<file path="src/csi_pkg.sv">
// Constants and types for the cut line sequencing and interlock block
// How it works
// [RULE1] Simulated run makes encoder pulses from set speed; carriage cycles as normal.
// [RULE2] Simulated run never halts the line on a tolerance fault.
// [RULE3] Suppress-cut option withholds the shear for an tolerance_fault part.
// [RULE4] Shear fires at tolerance or minimum carriage travel, whichever first.
// [RULE5] Carriage jog with jog-ahead moves carriage forward at jog speed.
// [RULE6] Carriage jog with jog-back moves carriage in reverse.
// [RULE7] Outside carriage jog, jog inputs move the roll former instead.
// [RULE8] Halt when final piece trailing end reaches the change point.
// [RULE9] Four selectable speed control output configurations.
// [RULE10] Run and halt follow an external run contact.
// [RULE11] Feed-to-stop: manual press cycle accepted only in halt.
// [RULE12] Non-stop: manual crop accepted while running.
// [RULE13] Automatic shear or press firing only in run state.
// [RULE14] Emergency stop or overload forces halt; only run is dropped, jog is still entered and held with them active.
// [RULE15] Machine type switches select the sequencing logic.
// [RULE16] Encoder movement keeps counting during emergency stop.
// [RULE17] Broken run circuit or open safety interlock drops run.
// [RULE18] Expanded press output addresses 12 presses and 64 gags.
// [RULE19] Run output only with run input, job, no error, interlocks good; job is only checked to start a run, losing it in run keeps run on.
// [RULE20] Pulse generator stops when simulated run ends or line halts.
// [RULE21] Tolerance fault still flagged in status during simulated run.
package csi_pkg;
  // ****************************************
  // Widths
  // ****************************************
  localparam int ADDR_W  = 8;
  localparam int DATA_W  = 32;
  localparam int CNT_W   = 16;
  localparam int JOG_W   = 8;
  localparam int PRESS_N = 12;
  localparam int GAG_N   = 64;
  localparam int SPD_N   = 4;
  // ****************************************
  // Register offsets
  // ****************************************
  localparam logic [ADDR_W-1:0] REG_CTRL       = 8'h00;
  localparam logic [ADDR_W-1:0] REG_LINE_SPEED = 8'h04;
  localparam logic [ADDR_W-1:0] REG_PART_LEN   = 8'h08;
  localparam logic [ADDR_W-1:0] REG_MIN_TRAVEL = 8'h0c;
  localparam logic [ADDR_W-1:0] REG_JOG_SPEED  = 8'h10;
  localparam logic [ADDR_W-1:0] REG_ORDER      = 8'h14;
  localparam logic [ADDR_W-1:0] REG_CHANGE_PT  = 8'h18;
  localparam logic [ADDR_W-1:0] REG_PRESS      = 8'h1c;
  localparam logic [ADDR_W-1:0] REG_GAG_LO     = 8'h20;
  localparam logic [ADDR_W-1:0] REG_GAG_HI     = 8'h24;
  localparam logic [ADDR_W-1:0] REG_STATUS     = 8'h28;
  localparam logic [ADDR_W-1:0] REG_POSITION   = 8'h2c;
  // ****************************************
  // Fields
  // ****************************************
  localparam int CTRL_SIM    = 0;
  localparam int CTRL_NOCUT  = 1;
  localparam int CTRL_CJOG   = 2;
  localparam int CTRL_JOB    = 3;
  localparam int CTRL_SPD    = 4;
  localparam int ST_RUN      = 0;
  localparam int ST_JOG      = 1;
  localparam int ST_TOLF     = 2;
  localparam int ST_ESTOP    = 3;
  localparam int ST_OVL      = 4;
  localparam int ST_DONE     = 5;
  localparam int MT_DIE      = 0;
  localparam int MT_FTS      = 1;
  localparam int SO_FWD      = 0;
  localparam int SO_SLOW     = 1;
  localparam int SO_REV      = 2;
  localparam int SO_RUN      = 3;
  localparam logic [1:0] SPD_FWD_SLOW  = 2'h0;
  localparam logic [1:0] SPD_FAST_SLOW = 2'h1;
  localparam logic [1:0] SPD_RUN_MOVE  = 2'h2;
  localparam logic [1:0] SPD_FWD_INDEP = 2'h3;
  localparam logic [CNT_W-1:0] ONE_PIECE = 16'h0001;
  localparam logic [CNT_W-1:0] CNT_ZERO  = 16'h0000;
  localparam logic [CNT_W-1:0] CNT_ONE   = 16'h0001;
  typedef enum logic [2:0] {
    ST_HALT_S = 3'b001,
    ST_RUN_S  = 3'b010,
    ST_JOG_S  = 3'b100
  } csi_state_t;
endpackage

</file>
<file path="src/csi_pulse_if.sv">
// Carrier between the sequencer and the simulated encoder generator
`timescale 1ns/1ps
interface csi_pulse_if;
  import csi_pkg::*;
  logic             enable;
  logic [CNT_W-1:0] increment;
  logic             pulse;
  modport gen  (input enable, input increment, output pulse);
  modport user (output enable, output increment, input pulse);
endinterface

</file>
<file path="src/csi_sequencer.sv">
// Cut line sequencing and interlock top level
`timescale 1ns/1ps
module csi_sequencer
  import csi_pkg::*;
(
  input  wire logic              ref_clk,
  input  wire logic              reset_n,
  input  wire logic [ADDR_W-1:0] regAddr,
  input  wire logic [DATA_W-1:0] regWrData,
  input  wire logic              regWr,
  input  wire logic              regRd,
  output logic      [DATA_W-1:0] regRdData,
  input  wire logic [1:0]        machineType,
  input  wire logic              runContact,
  input  wire logic              safetyOk,
  input  wire logic              overload,
  input  wire logic              encPulse,
  input  wire logic              carriageInTol,
  input  wire logic [CNT_W-1:0]  carriagePos,
  input  wire logic              jogAhead,
  input  wire logic              jogBack,
  input  wire logic              manualCycle,
  output logic                   runOut,
  output logic [SPD_N-1:0]       speedOut,
  output logic                   shearFire,
  output logic                   pressFire,
  output logic [PRESS_N-1:0]     pressSel,
  output logic [GAG_N-1:0]       gagSel,
  output logic                   carriageFollow,
  output logic                   carriageFwd,
  output logic                   carriageRev,
  output logic [JOG_W-1:0]       carriageJogSpeed,
  output logic                   formerFwd,
  output logic                   formerRev
);
  // ****************************************
  // Registers
  // ****************************************
  logic [5:0]         ctrl_ff;
  logic [CNT_W-1:0]   lineSpeed_ff;
  logic [CNT_W-1:0]   partLen_ff;
  logic [CNT_W-1:0]   minTravel_ff;
  logic [JOG_W-1:0]   jogSpeed_ff;
  logic [CNT_W-1:0]   piecesLeft_ff;
  logic [CNT_W-1:0]   changePt_ff;
  logic [PRESS_N-1:0] pressCfg_ff;
  logic [GAG_N-1:0]   gagCfg_ff;
  logic               tolFault_ff;
  logic               tolErr_ff;
  logic               orderDone_ff;
  logic [CNT_W-1:0]   position_ff;
  logic [CNT_W-1:0]   lengthCnt_ff;
  logic               cutPending_ff;
  logic [DATA_W-1:0]  rdData_ff;
  csi_state_t         state_ff;
  csi_state_t         nxt_state;

  logic simRun;
  logic isRun;
  logic isJog;
  logic linePulse;
  logic interlockOk;
  logic jobOk;
  logic orderEnd;
  logic atTol;
  logic atMinTravel;
  logic autoCut;
  logic autoWithheld;
  logic tolEvent;
  logic manualCrop;
  logic manualPress;
  logic cutDone;
  logic wrStatus;
  logic runFast;

  csi_pulse_if pgBus ();

  assign simRun = ctrl_ff[CTRL_SIM];
  assign isRun  = (state_ff == ST_RUN_S);
  assign isJog  = (state_ff == ST_JOG_S);

  // ****************************************
  // Simulated encoder
  // ****************************************
  // [RULE20] Enable only in simulated run
  assign pgBus.enable    = simRun && isRun;
  assign pgBus.increment = lineSpeed_ff;

  csi_pulse_gen u_pulse_gen (
    .ref_clk (ref_clk),
    .reset_n (reset_n),
    .pg      (pgBus.gen)
  );

  // [RULE1] Synthetic pulses replace encoder
  assign linePulse = simRun ? pgBus.pulse : encPulse;

  // ****************************************
  // Interlocks
  // ****************************************
  // [RULE14] Estop and overload
  // [RULE17] Run circuit or interlock
  assign interlockOk = runContact && safetyOk && !overload;
  assign jobOk       = ctrl_ff[CTRL_JOB] && (piecesLeft_ff != CNT_ZERO);
  // [RULE8] Final piece change point
  assign orderEnd    = (piecesLeft_ff == ONE_PIECE) && (lengthCnt_ff >= changePt_ff);

  // ****************************************
  // Cut window
  // ****************************************
  // [RULE4] Tolerance or minimum travel
  assign atTol       = cutPending_ff && carriageInTol;
  assign atMinTravel = cutPending_ff && !carriageInTol && (carriagePos >= minTravel_ff);
  assign tolEvent    = isRun && atMinTravel;
  // [RULE3] Withhold tolerance_fault cut
  assign autoWithheld = tolEvent && ctrl_ff[CTRL_NOCUT];
  // [RULE13] Automatic fire only in run
  assign autoCut      = isRun && (atTol || (atMinTravel && !ctrl_ff[CTRL_NOCUT]));
  assign cutDone      = autoCut || autoWithheld;

  // [RULE15] Machine type picks manual path
  // [RULE12] Crop while running, non-stop
  assign manualCrop  = manualCycle && !machineType[MT_FTS] && isRun;
  // [RULE11] Press only in halt, feed-to-stop
  assign manualPress = manualCycle && machineType[MT_FTS] && (state_ff == ST_HALT_S);

  // Slow down for the last piece so the stop lands on the change point
  assign runFast = isRun && (piecesLeft_ff != ONE_PIECE);

  // ****************************************
  // Machine state
  // ****************************************
  always_comb begin
    nxt_state = state_ff;
    unique case (state_ff)
      ST_HALT_S: begin
        // [RULE19] Run needs job and no error
        // [RULE10] Follow run contact
        if (interlockOk && jobOk && !tolErr_ff && !orderDone_ff) begin
          nxt_state = ST_RUN_S;
        end else if (jogAhead || jogBack) begin
          nxt_state = ST_JOG_S;
        end
      end
      ST_RUN_S: begin
        // [RULE2] Tolerance halts only outside sim
        if (!interlockOk || orderEnd || (tolEvent && !simRun)) begin
          nxt_state = ST_HALT_S;
        end
      end
      ST_JOG_S: begin
        // Jogging is a manual action; a run request wins only from halt
        if (!(jogAhead || jogBack)) begin
          nxt_state = ST_HALT_S;
        end
      end
      default: nxt_state = ST_HALT_S;
    endcase
  end

  always_ff @(posedge ref_clk or negedge reset_n) begin
    if (!reset_n) begin
      state_ff <= ST_HALT_S;
    end else begin
      state_ff <= nxt_state;
    end
  end

  // ****************************************
  // Register writes
  // ****************************************
  always_ff @(posedge ref_clk or negedge reset_n) begin
    if (!reset_n) begin
      ctrl_ff      <= 6'h00;
      lineSpeed_ff <= CNT_ZERO;
      partLen_ff   <= CNT_ZERO;
      minTravel_ff <= CNT_ZERO;
      jogSpeed_ff  <= 8'h00;
      changePt_ff  <= CNT_ZERO;
      pressCfg_ff  <= 12'h000;
      gagCfg_ff    <= 64'h0000000000000000;
    end else if (regWr) begin
      unique case (regAddr)
        REG_CTRL:       ctrl_ff      <= regWrData[5:0];
        REG_LINE_SPEED: lineSpeed_ff <= regWrData[CNT_W-1:0];
        REG_PART_LEN:   partLen_ff   <= regWrData[CNT_W-1:0];
        REG_MIN_TRAVEL: minTravel_ff <= regWrData[CNT_W-1:0];
        REG_JOG_SPEED:  jogSpeed_ff  <= regWrData[JOG_W-1:0];
        REG_CHANGE_PT:  changePt_ff  <= regWrData[CNT_W-1:0];
        REG_PRESS:      pressCfg_ff  <= regWrData[PRESS_N-1:0];
        REG_GAG_LO:     gagCfg_ff[DATA_W-1:0] <= regWrData;
        REG_GAG_HI:     gagCfg_ff[GAG_N-1:DATA_W] <= regWrData;
        default: ;
      endcase
    end
  end

  // Pieces left: an automatic or withheld cut decrements it, a manual crop does not; a write reloads it
  always_ff @(posedge ref_clk or negedge reset_n) begin
    if (!reset_n) begin
      piecesLeft_ff <= CNT_ZERO;
    end else if (regWr && (regAddr == REG_ORDER)) begin
      piecesLeft_ff <= regWrData[CNT_W-1:0];
    end else if (cutDone && (piecesLeft_ff != CNT_ZERO)) begin
      piecesLeft_ff <= piecesLeft_ff - CNT_ONE;
    end
  end

  // ****************************************
  // Sticky status
  // ****************************************
  assign wrStatus = regWr && (regAddr == REG_STATUS);

  // [RULE21] Fault flagged even in sim
  always_ff @(posedge ref_clk or negedge reset_n) begin
    if (!reset_n) begin
      tolFault_ff <= 1'b0;
      tolErr_ff   <= 1'b0;
    end else begin
      if (tolEvent) begin
        tolFault_ff <= 1'b1;
      end else if (wrStatus && regWrData[ST_TOLF]) begin
        tolFault_ff <= 1'b0;
      end
      if (tolEvent && !simRun) begin
        tolErr_ff <= 1'b1;
      end else if (wrStatus && regWrData[ST_TOLF]) begin
        tolErr_ff <= 1'b0;
      end
    end
  end

  always_ff @(posedge ref_clk or negedge reset_n) begin
    if (!reset_n) begin
      orderDone_ff <= 1'b0;
    end else if (isRun && orderEnd) begin
      orderDone_ff <= 1'b1;
    end else if ((wrStatus && regWrData[ST_DONE]) || (regWr && (regAddr == REG_ORDER))) begin
      orderDone_ff <= 1'b0;
    end
  end

  // ****************************************
  // Length tracking
  // ****************************************
  // [RULE16] Count in every state
  always_ff @(posedge ref_clk or negedge reset_n) begin
    if (!reset_n) begin
      position_ff <= CNT_ZERO;
    end else if (linePulse) begin
      position_ff <= position_ff + CNT_ONE;
    end
  end

  // Pending cut is held through halt and taken once running again
  always_ff @(posedge ref_clk or negedge reset_n) begin
    if (!reset_n) begin
      lengthCnt_ff  <= CNT_ZERO;
      cutPending_ff <= 1'b0;
    end else begin
      if (linePulse) begin
        if (lengthCnt_ff + CNT_ONE >= partLen_ff) begin
          lengthCnt_ff  <= CNT_ZERO;
        end else begin
          lengthCnt_ff  <= lengthCnt_ff + CNT_ONE;
        end
      end
      if (linePulse && (lengthCnt_ff + CNT_ONE >= partLen_ff)) begin
        cutPending_ff <= 1'b1;
      end else if (cutDone) begin
        cutPending_ff <= 1'b0;
      end
    end
  end

  // ****************************************
  // Firing outputs
  // ****************************************
  always_ff @(posedge ref_clk or negedge reset_n) begin
    if (!reset_n) begin
      shearFire      <= 1'b0;
      pressFire      <= 1'b0;
      pressSel       <= 12'h000;
      gagSel         <= 64'h0000000000000000;
      carriageFollow <= 1'b0;
    end else begin
      shearFire      <= autoCut || manualCrop;
      pressFire      <= manualPress;
      // [RULE18] Press and gag addressing
      pressSel       <= manualPress ? pressCfg_ff : 12'h000;
      gagSel         <= manualPress ? gagCfg_ff : 64'h0000000000000000;
      // [RULE1] Carriage paced by line pulses
      carriageFollow <= isRun && linePulse;
    end
  end

  // ****************************************
  // Jog outputs
  // ****************************************
  always_ff @(posedge ref_clk or negedge reset_n) begin
    if (!reset_n) begin
      carriageFwd      <= 1'b0;
      carriageRev      <= 1'b0;
      carriageJogSpeed <= 8'h00;
      formerFwd        <= 1'b0;
      formerRev        <= 1'b0;
    end else begin
      // [RULE5] Carriage forward at jog speed
      carriageFwd      <= isJog && ctrl_ff[CTRL_CJOG] && machineType[MT_DIE] && jogAhead;
      // [RULE6] Carriage reverse
      carriageRev      <= isJog && ctrl_ff[CTRL_CJOG] && machineType[MT_DIE] && jogBack && !jogAhead;
      carriageJogSpeed <= (isJog && ctrl_ff[CTRL_CJOG] && machineType[MT_DIE]) ? jogSpeed_ff : 8'h00;
      // [RULE7] Otherwise move roll former
      formerFwd        <= isJog && !(ctrl_ff[CTRL_CJOG] && machineType[MT_DIE]) && jogAhead;
      formerRev        <= isJog && !(ctrl_ff[CTRL_CJOG] && machineType[MT_DIE]) && jogBack && !jogAhead;
    end
  end

  // ****************************************
  // Speed control
  // ****************************************
  function automatic logic [SPD_N-1:0] speedMap(input logic [1:0] cfg, input logic fast, input logic run,
                                                input logic jogF, input logic jogR);
    logic [SPD_N-1:0] s;
    s = {SPD_N{1'b0}};
    s[SO_RUN] = run;
    s[SO_REV] = jogR;
    unique case (cfg)
      SPD_FWD_SLOW: begin
        s[SO_FWD]  = run || jogF;
        s[SO_SLOW] = !fast;
      end
      SPD_FAST_SLOW: begin
        s[SO_FWD]  = fast;
        s[SO_SLOW] = (run && !fast) || jogF || jogR;
      end
      SPD_RUN_MOVE: begin
        s[SO_FWD]  = run || jogF;
        s[SO_SLOW] = !fast;
        s[SO_RUN]  = run || jogF;
      end
      SPD_FWD_INDEP: begin
        s[SO_FWD]  = run || jogF;
        s[SO_SLOW] = (run && !fast) || jogF || jogR;
      end
    endcase
    return s;
  endfunction

  // [RULE9] Four speed configurations
  always_ff @(posedge ref_clk or negedge reset_n) begin
    if (!reset_n) begin
      speedOut <= {SPD_N{1'b0}};
      runOut   <= 1'b0;
    end else begin
      speedOut <= speedMap(ctrl_ff[CTRL_SPD +: 2], runFast, isRun,
                           isJog && jogAhead && !ctrl_ff[CTRL_CJOG],
                           isJog && jogBack && !jogAhead && !ctrl_ff[CTRL_CJOG]);
      // [RULE19] Run output follows run state
      runOut   <= isRun;
    end
  end

  // ****************************************
  // Register reads
  // ****************************************
  always_ff @(posedge ref_clk or negedge reset_n) begin
    if (!reset_n) begin
      rdData_ff <= 32'h00000000;
    end else if (regRd) begin
      unique case (regAddr)
        REG_CTRL:       rdData_ff <= {26'h0000000, ctrl_ff};
        REG_LINE_SPEED: rdData_ff <= {16'h0000, lineSpeed_ff};
        REG_PART_LEN:   rdData_ff <= {16'h0000, partLen_ff};
        REG_MIN_TRAVEL: rdData_ff <= {16'h0000, minTravel_ff};
        REG_JOG_SPEED:  rdData_ff <= {24'h000000, jogSpeed_ff};
        REG_ORDER:      rdData_ff <= {16'h0000, piecesLeft_ff};
        REG_CHANGE_PT:  rdData_ff <= {16'h0000, changePt_ff};
        REG_PRESS:      rdData_ff <= {20'h00000, pressCfg_ff};
        REG_GAG_LO:     rdData_ff <= gagCfg_ff[DATA_W-1:0];
        REG_GAG_HI:     rdData_ff <= gagCfg_ff[GAG_N-1:DATA_W];
        REG_STATUS:     rdData_ff <= {26'h0000000, orderDone_ff, overload, !safetyOk, tolFault_ff, isJog, isRun};
        REG_POSITION:   rdData_ff <= {16'h0000, position_ff};
        default:        rdData_ff <= 32'h00000000;
      endcase
    end else begin
      rdData_ff <= 32'h00000000;
    end
  end

  assign regRdData = rdData_ff;
endmodule // csi_sequencer

</file>
<file path="src/csi_pulse_gen.sv">
// Simulated line encoder pulse generator
`timescale 1ns/1ps
module csi_pulse_gen
  import csi_pkg::*;
(
  input wire logic ref_clk,
  input wire logic reset_n,
  csi_pulse_if.gen pg
);
  logic [CNT_W-1:0] acc_ff;
  logic [CNT_W:0]   nxt_acc;
  logic             pulse_ff;

  assign nxt_acc = {1'b0, acc_ff} + {1'b0, pg.increment};

  // [RULE20] Stops when disabled
  always_ff @(posedge ref_clk or negedge reset_n) begin
    if (!reset_n) begin
      acc_ff   <= CNT_ZERO;
      pulse_ff <= 1'b0;
    end else if (pg.enable) begin
      acc_ff   <= nxt_acc[CNT_W-1:0];
      pulse_ff <= nxt_acc[CNT_W];
    end else begin
      acc_ff   <= CNT_ZERO;
      pulse_ff <= 1'b0;
    end
  end

  assign pg.pulse = pulse_ff;
endmodule // csi_pulse_gen

</file>
<file path="config.mk">
export PLATFORM = sky130hd
export DESIGN_NAME = csi_sequencer
export DESIGN_NICKNAME = d
export VERILOG_FILES = /design/src/csi_pkg.sv /design/src/csi_pulse_if.sv /design/src/csi_sequencer.sv /design/src/csi_pulse_gen.sv
export SDC_FILE = /design/constraint.sdc
export NUM_CORES = 1
export LEC_CHECK = 0
export ABC_AREA = 1
export BUFFER_PORTS_ARGS = -buffer_cell sky130_fd_sc_hd__buf_2
export CAP_MARGIN = 20
export CORE_UTILIZATION = 50
export DETAILED_ROUTE_END_ITERATION = 16
export HOLD_SLACK_MARGIN = 0.15
export PLACE_DENSITY = 0.79
export SKIP_CTS_REPAIR_TIMING = 1
export SLEW_MARGIN = 15
export SYNTH_ARGS = -nofsm -noshare
export SYNTH_HDL_FRONTEND = slang
export SYNTH_SLANG_ARGS = --single-unit
</file>
<file path="constraint.sdc">
create_clock -name ref_clk -period 6.6 [get_ports ref_clk]
set_clock_uncertainty 0.15 [all_clocks]
set_input_delay 0.66 -clock ref_clk [delete_from_list [all_inputs] [get_ports ref_clk]]
set_output_delay 0.66 -clock ref_clk [all_outputs]
set_load 0.02 [all_outputs]
</file>
==> results.md <==
- Initial core utilization: just over 50%
- Total clock sinks: 354
- Slowest-stage cell, CP: nand3_1
- Largest net degree at the start of global routing: ~140
- Drt pass-1 iters: 5
- EDFF count, synth: 0
- Leak: around 9.7 nW
- Synthesized flop and latch total: 354
- Chip width: between 150 and 200 um
- Fin crit share: between 50% and 60%
- Die height: about 180 um
- Max clock buf depth: 3
- Crit-path cells: nand3_1 > nor3_2 > nand3_1 > nor2_1 > nand3_1 > and2_1 > ha_1 > nand2_1 > inv_1 > nand3_1 > inv_1 > a21oi_1 > nand3_1 > nand3b_1 > nand2_1
- HP Start: machineType[0]
- Arr. time, crit path: around 3.7 ns
- Setup_tns: 0 ns
- Max transition margin: 26.2%
- Peak VDD IR: 0.000208 V
- TritonCTS clock tree: built
- Max Freq: 296 MHz
- Post-Syn Instances: ~1900
- Routed WL: 47000 um
- Die ar.: between 30000 and 40000 um2
- I/O pins: between 150 and 200
- Register area: roughly 8900 um2
- Final setup margin: 3.22 ns
- Final min period: between 3 and 4 ns
- Via Count: ~14000
- H-tree depth: 2
- Reg2reg start: lengthCnt_ff[2]
- Multi-input logic area: around 6200 um2
- WS Path Type: reg -> reg
- Worst slack, placed: approximately 3.3 ns
- CORE AREA: between 30000 and 40000 um2
- Post-DRT Antenna Nets: 0
- Yosys top cell by area: dfrtp_1
- Clock Root Buffer: clkbuf_16
- Total gr overflow: 0
- Most frequent CP cell: nand3_1
- Power Dens Cells: between 200 and 300 nW/um2
- Final Wtd Congestion: 0.998
- Max-cap violations: 0
- Fraction of post-synthesis cell area in the top cell type by area: a little over half
- Total track usage: between 20% and 30%
- Final-report setup violation count: 0
- Crit start category: flip-flop
- CP bufs+invs: 2
- Critical path peak fanout: 17
- Fin. Hold Viols: 0
- Hold/Removal Path Class: in -> reg
- Routed length per instance: 18.2 um
- Clock slew at reported path FFs: roughly 0.060 ns
- Worst-margin pin slew: 1.10 ns
- Dominant synthesized flop cell: dfrtp_1
- First-pass GRT wire length: around 74000 um
- Critical Path RT: 6.91 ns
- Later-pin clock latency in the skew report: 0.53 ns
- Syn_nets: 2072
- Delay-heaviest family, CP: simple AND/OR/NAND/NOR gates
- Most numerous cell in the Yosys netlist: nand2_1
- Layout cells sized above 1: 14.0%
- Hpwl dp: approximately 33000 um
- Initial antenna violation count: 0
- Cell Rows: 66
- Most frequent cells after synthesis: 404 x nand2_1, 353 x dfrtp_1, 286 x inv_1
- DRC viols: 0
- Ys Warns: 0
- CTS Buf Count: 38
- DRT iter0 DRCs: approximately 1600
- CP startpoint: lengthCnt_ff[2]
- Seq/Total Area, Yosys: a little over half
- Ranking of synthesized cells by area: dfrtp_1 54%, nand2_1 9.2%, o21ai_0 6.6%
- # fillers: 2797
- Synth async-reset ratio: 100%
- Outcome: completed
- Antenna Cells: 0
- Vias in the first global route: ~14000
- Nets: ~2300
- Mapped Avg Cell Area: ~8.5 um2
- Mapped Area: about 16000 um2
- Final Core Density: 59.0%
- Critical path's largest stage delay: between 0.5 and 0.6 ns
- CP Capture Type: flip-flop
- Synth unique cells: 40
- Slew Limit Fails: 0
- P&R area growth vs syn: 16.3%
- RSZ-0062 raised after global routing: false
- Drt via density: 5.47
- Port Buffers: 197
## worst paths after layout
path | end | slack, ns | cells after the start
hold / removal | carriageRev | 0.22 | 3
max in group asynchronous | minTravel_ff[14] | 4.50 | 3
min in group asynchronous | gagSel[10] | 0.51 | 2
hold reg to reg | speedOut[2] | 0.33 | 1
setup / recovery | lengthCnt_ff[15] | 3.22 | 15
setup reg to reg | lengthCnt_ff[15] | 3.22 | 15
## cell families (layout without fill, tap and decap cells)
| family | Yosys count | count (layout) | synth area share, % |
|---|---|---|---|
| AND/OR/NAND/NOR | 713 | 713 | 17.8 |
| XOR/XNOR | 27 | 27 | 1.44 |
| flip-flops | 354 | 354 | 53.8 |
| AO/OA/AOI/OAI | 409 | 409 | 13.3 |
| buffers and inverters | 361 | 570 | 8.35 |
| adder cells (fa/ha/maj) | 69 | 69 | 5.29 |
## metal layers
layer  GRT usage [%]  wire length, um  up-vias
met5               0                0        -
met1            38.6            19800     6784
li1                -                -     6550
met2            46.4            21600      699
met3            4.34             3830      109
met4            10.3             1730        0
## placed cells by master, fill, tap and decap left out, types with 4 or more instances in the layout
master and n:
a21oi_1 88, a31oi_1 7, buf_2 196, buf_4 4, clkbuf_1 6, clkbuf_16 39
clkbuf_8 10, clkinv_2 6, dfrtp_1 353, ha_1 68, inv_1 286, inv_2 12
nand2_1 404, nand2_4 4, nand3_1 61, nand4_1 8, nor2_1 193, nor2_2 4
nor3_1 21, nor3_2 7, o21ai_0 216, o21ai_1 22, o221ai_1 6, o22ai_1 57
xnor2_1 4, xor2_1 23
## power by group
| part | total [mW] | leakage (nW) | switching (mW) | internal [mW] |
|---|---|---|---|---|
| Combinational | 0.570 | 4.25 | 0.397 | 0.173 |
| Clock | 2.20 | 0.636 | 0.886 | 1.32 |
| Sequential | 2.36 | 4.81 | 0.0825 | 2.28 |
## state kept, by name, indices dropped and copies added, names as in the netlist, 8 cells and up
name,cells
piecesLeft_ff,16
pressCfg_ff,12
lengthCnt_ff,16
changePt_ff,16
u_pulse_gen.acc_ff,16
carriageJogSpeed,8
lineSpeed_ff,16
jogSpeed_ff,8
regRdData,32
pressSel,12
position_ff,16
gagSel,64
partLen_ff,16
gagCfg_ff,64
minTravel_ff,16
## metrics by stage
step	cell area [um2]	cells	hold slack (ns)	total power, mW
2_1_floorplan	16500	1933	0.214	2.73
3_3_place_gp	17800	2515	0.315	2.92
3_5_place_dp	17800	2515	0.323	2.95
4_1_cts	19100	2582	-0.0880	5.13
5_1_grt	19100	2584	0.249	5.30
6_report	19100	2584	0.220	5.13
## worst reg2reg max path: cells and delay by family (launching register included)
kind / cells / cell delay (ns)
AO/OA/AOI/OAI: 1 / 0.15
adder cells (fa/ha/maj): 1 / 0.29
buffers and inverters: 2 / 0.08
flip-flops: 1 / 0.43
AND/OR/NAND/NOR: 11 / 2.22
## cell type report
| type | count | area share [%] |
|---|---|---|
| Multi-Input combinational cell | 1218 | 32.5 |
| Inverter | 299 | 5.87 |
| Clock buffer | 55 | 5.93 |
| Timing Repair Buffer | 204 | 5.66 |
| Clock inverter | 12 | 0.830 |
| Tap cell | 442 | 2.89 |
| Sequential cell | 354 | 46.3 |
Power figures use the tool's default switching activity.
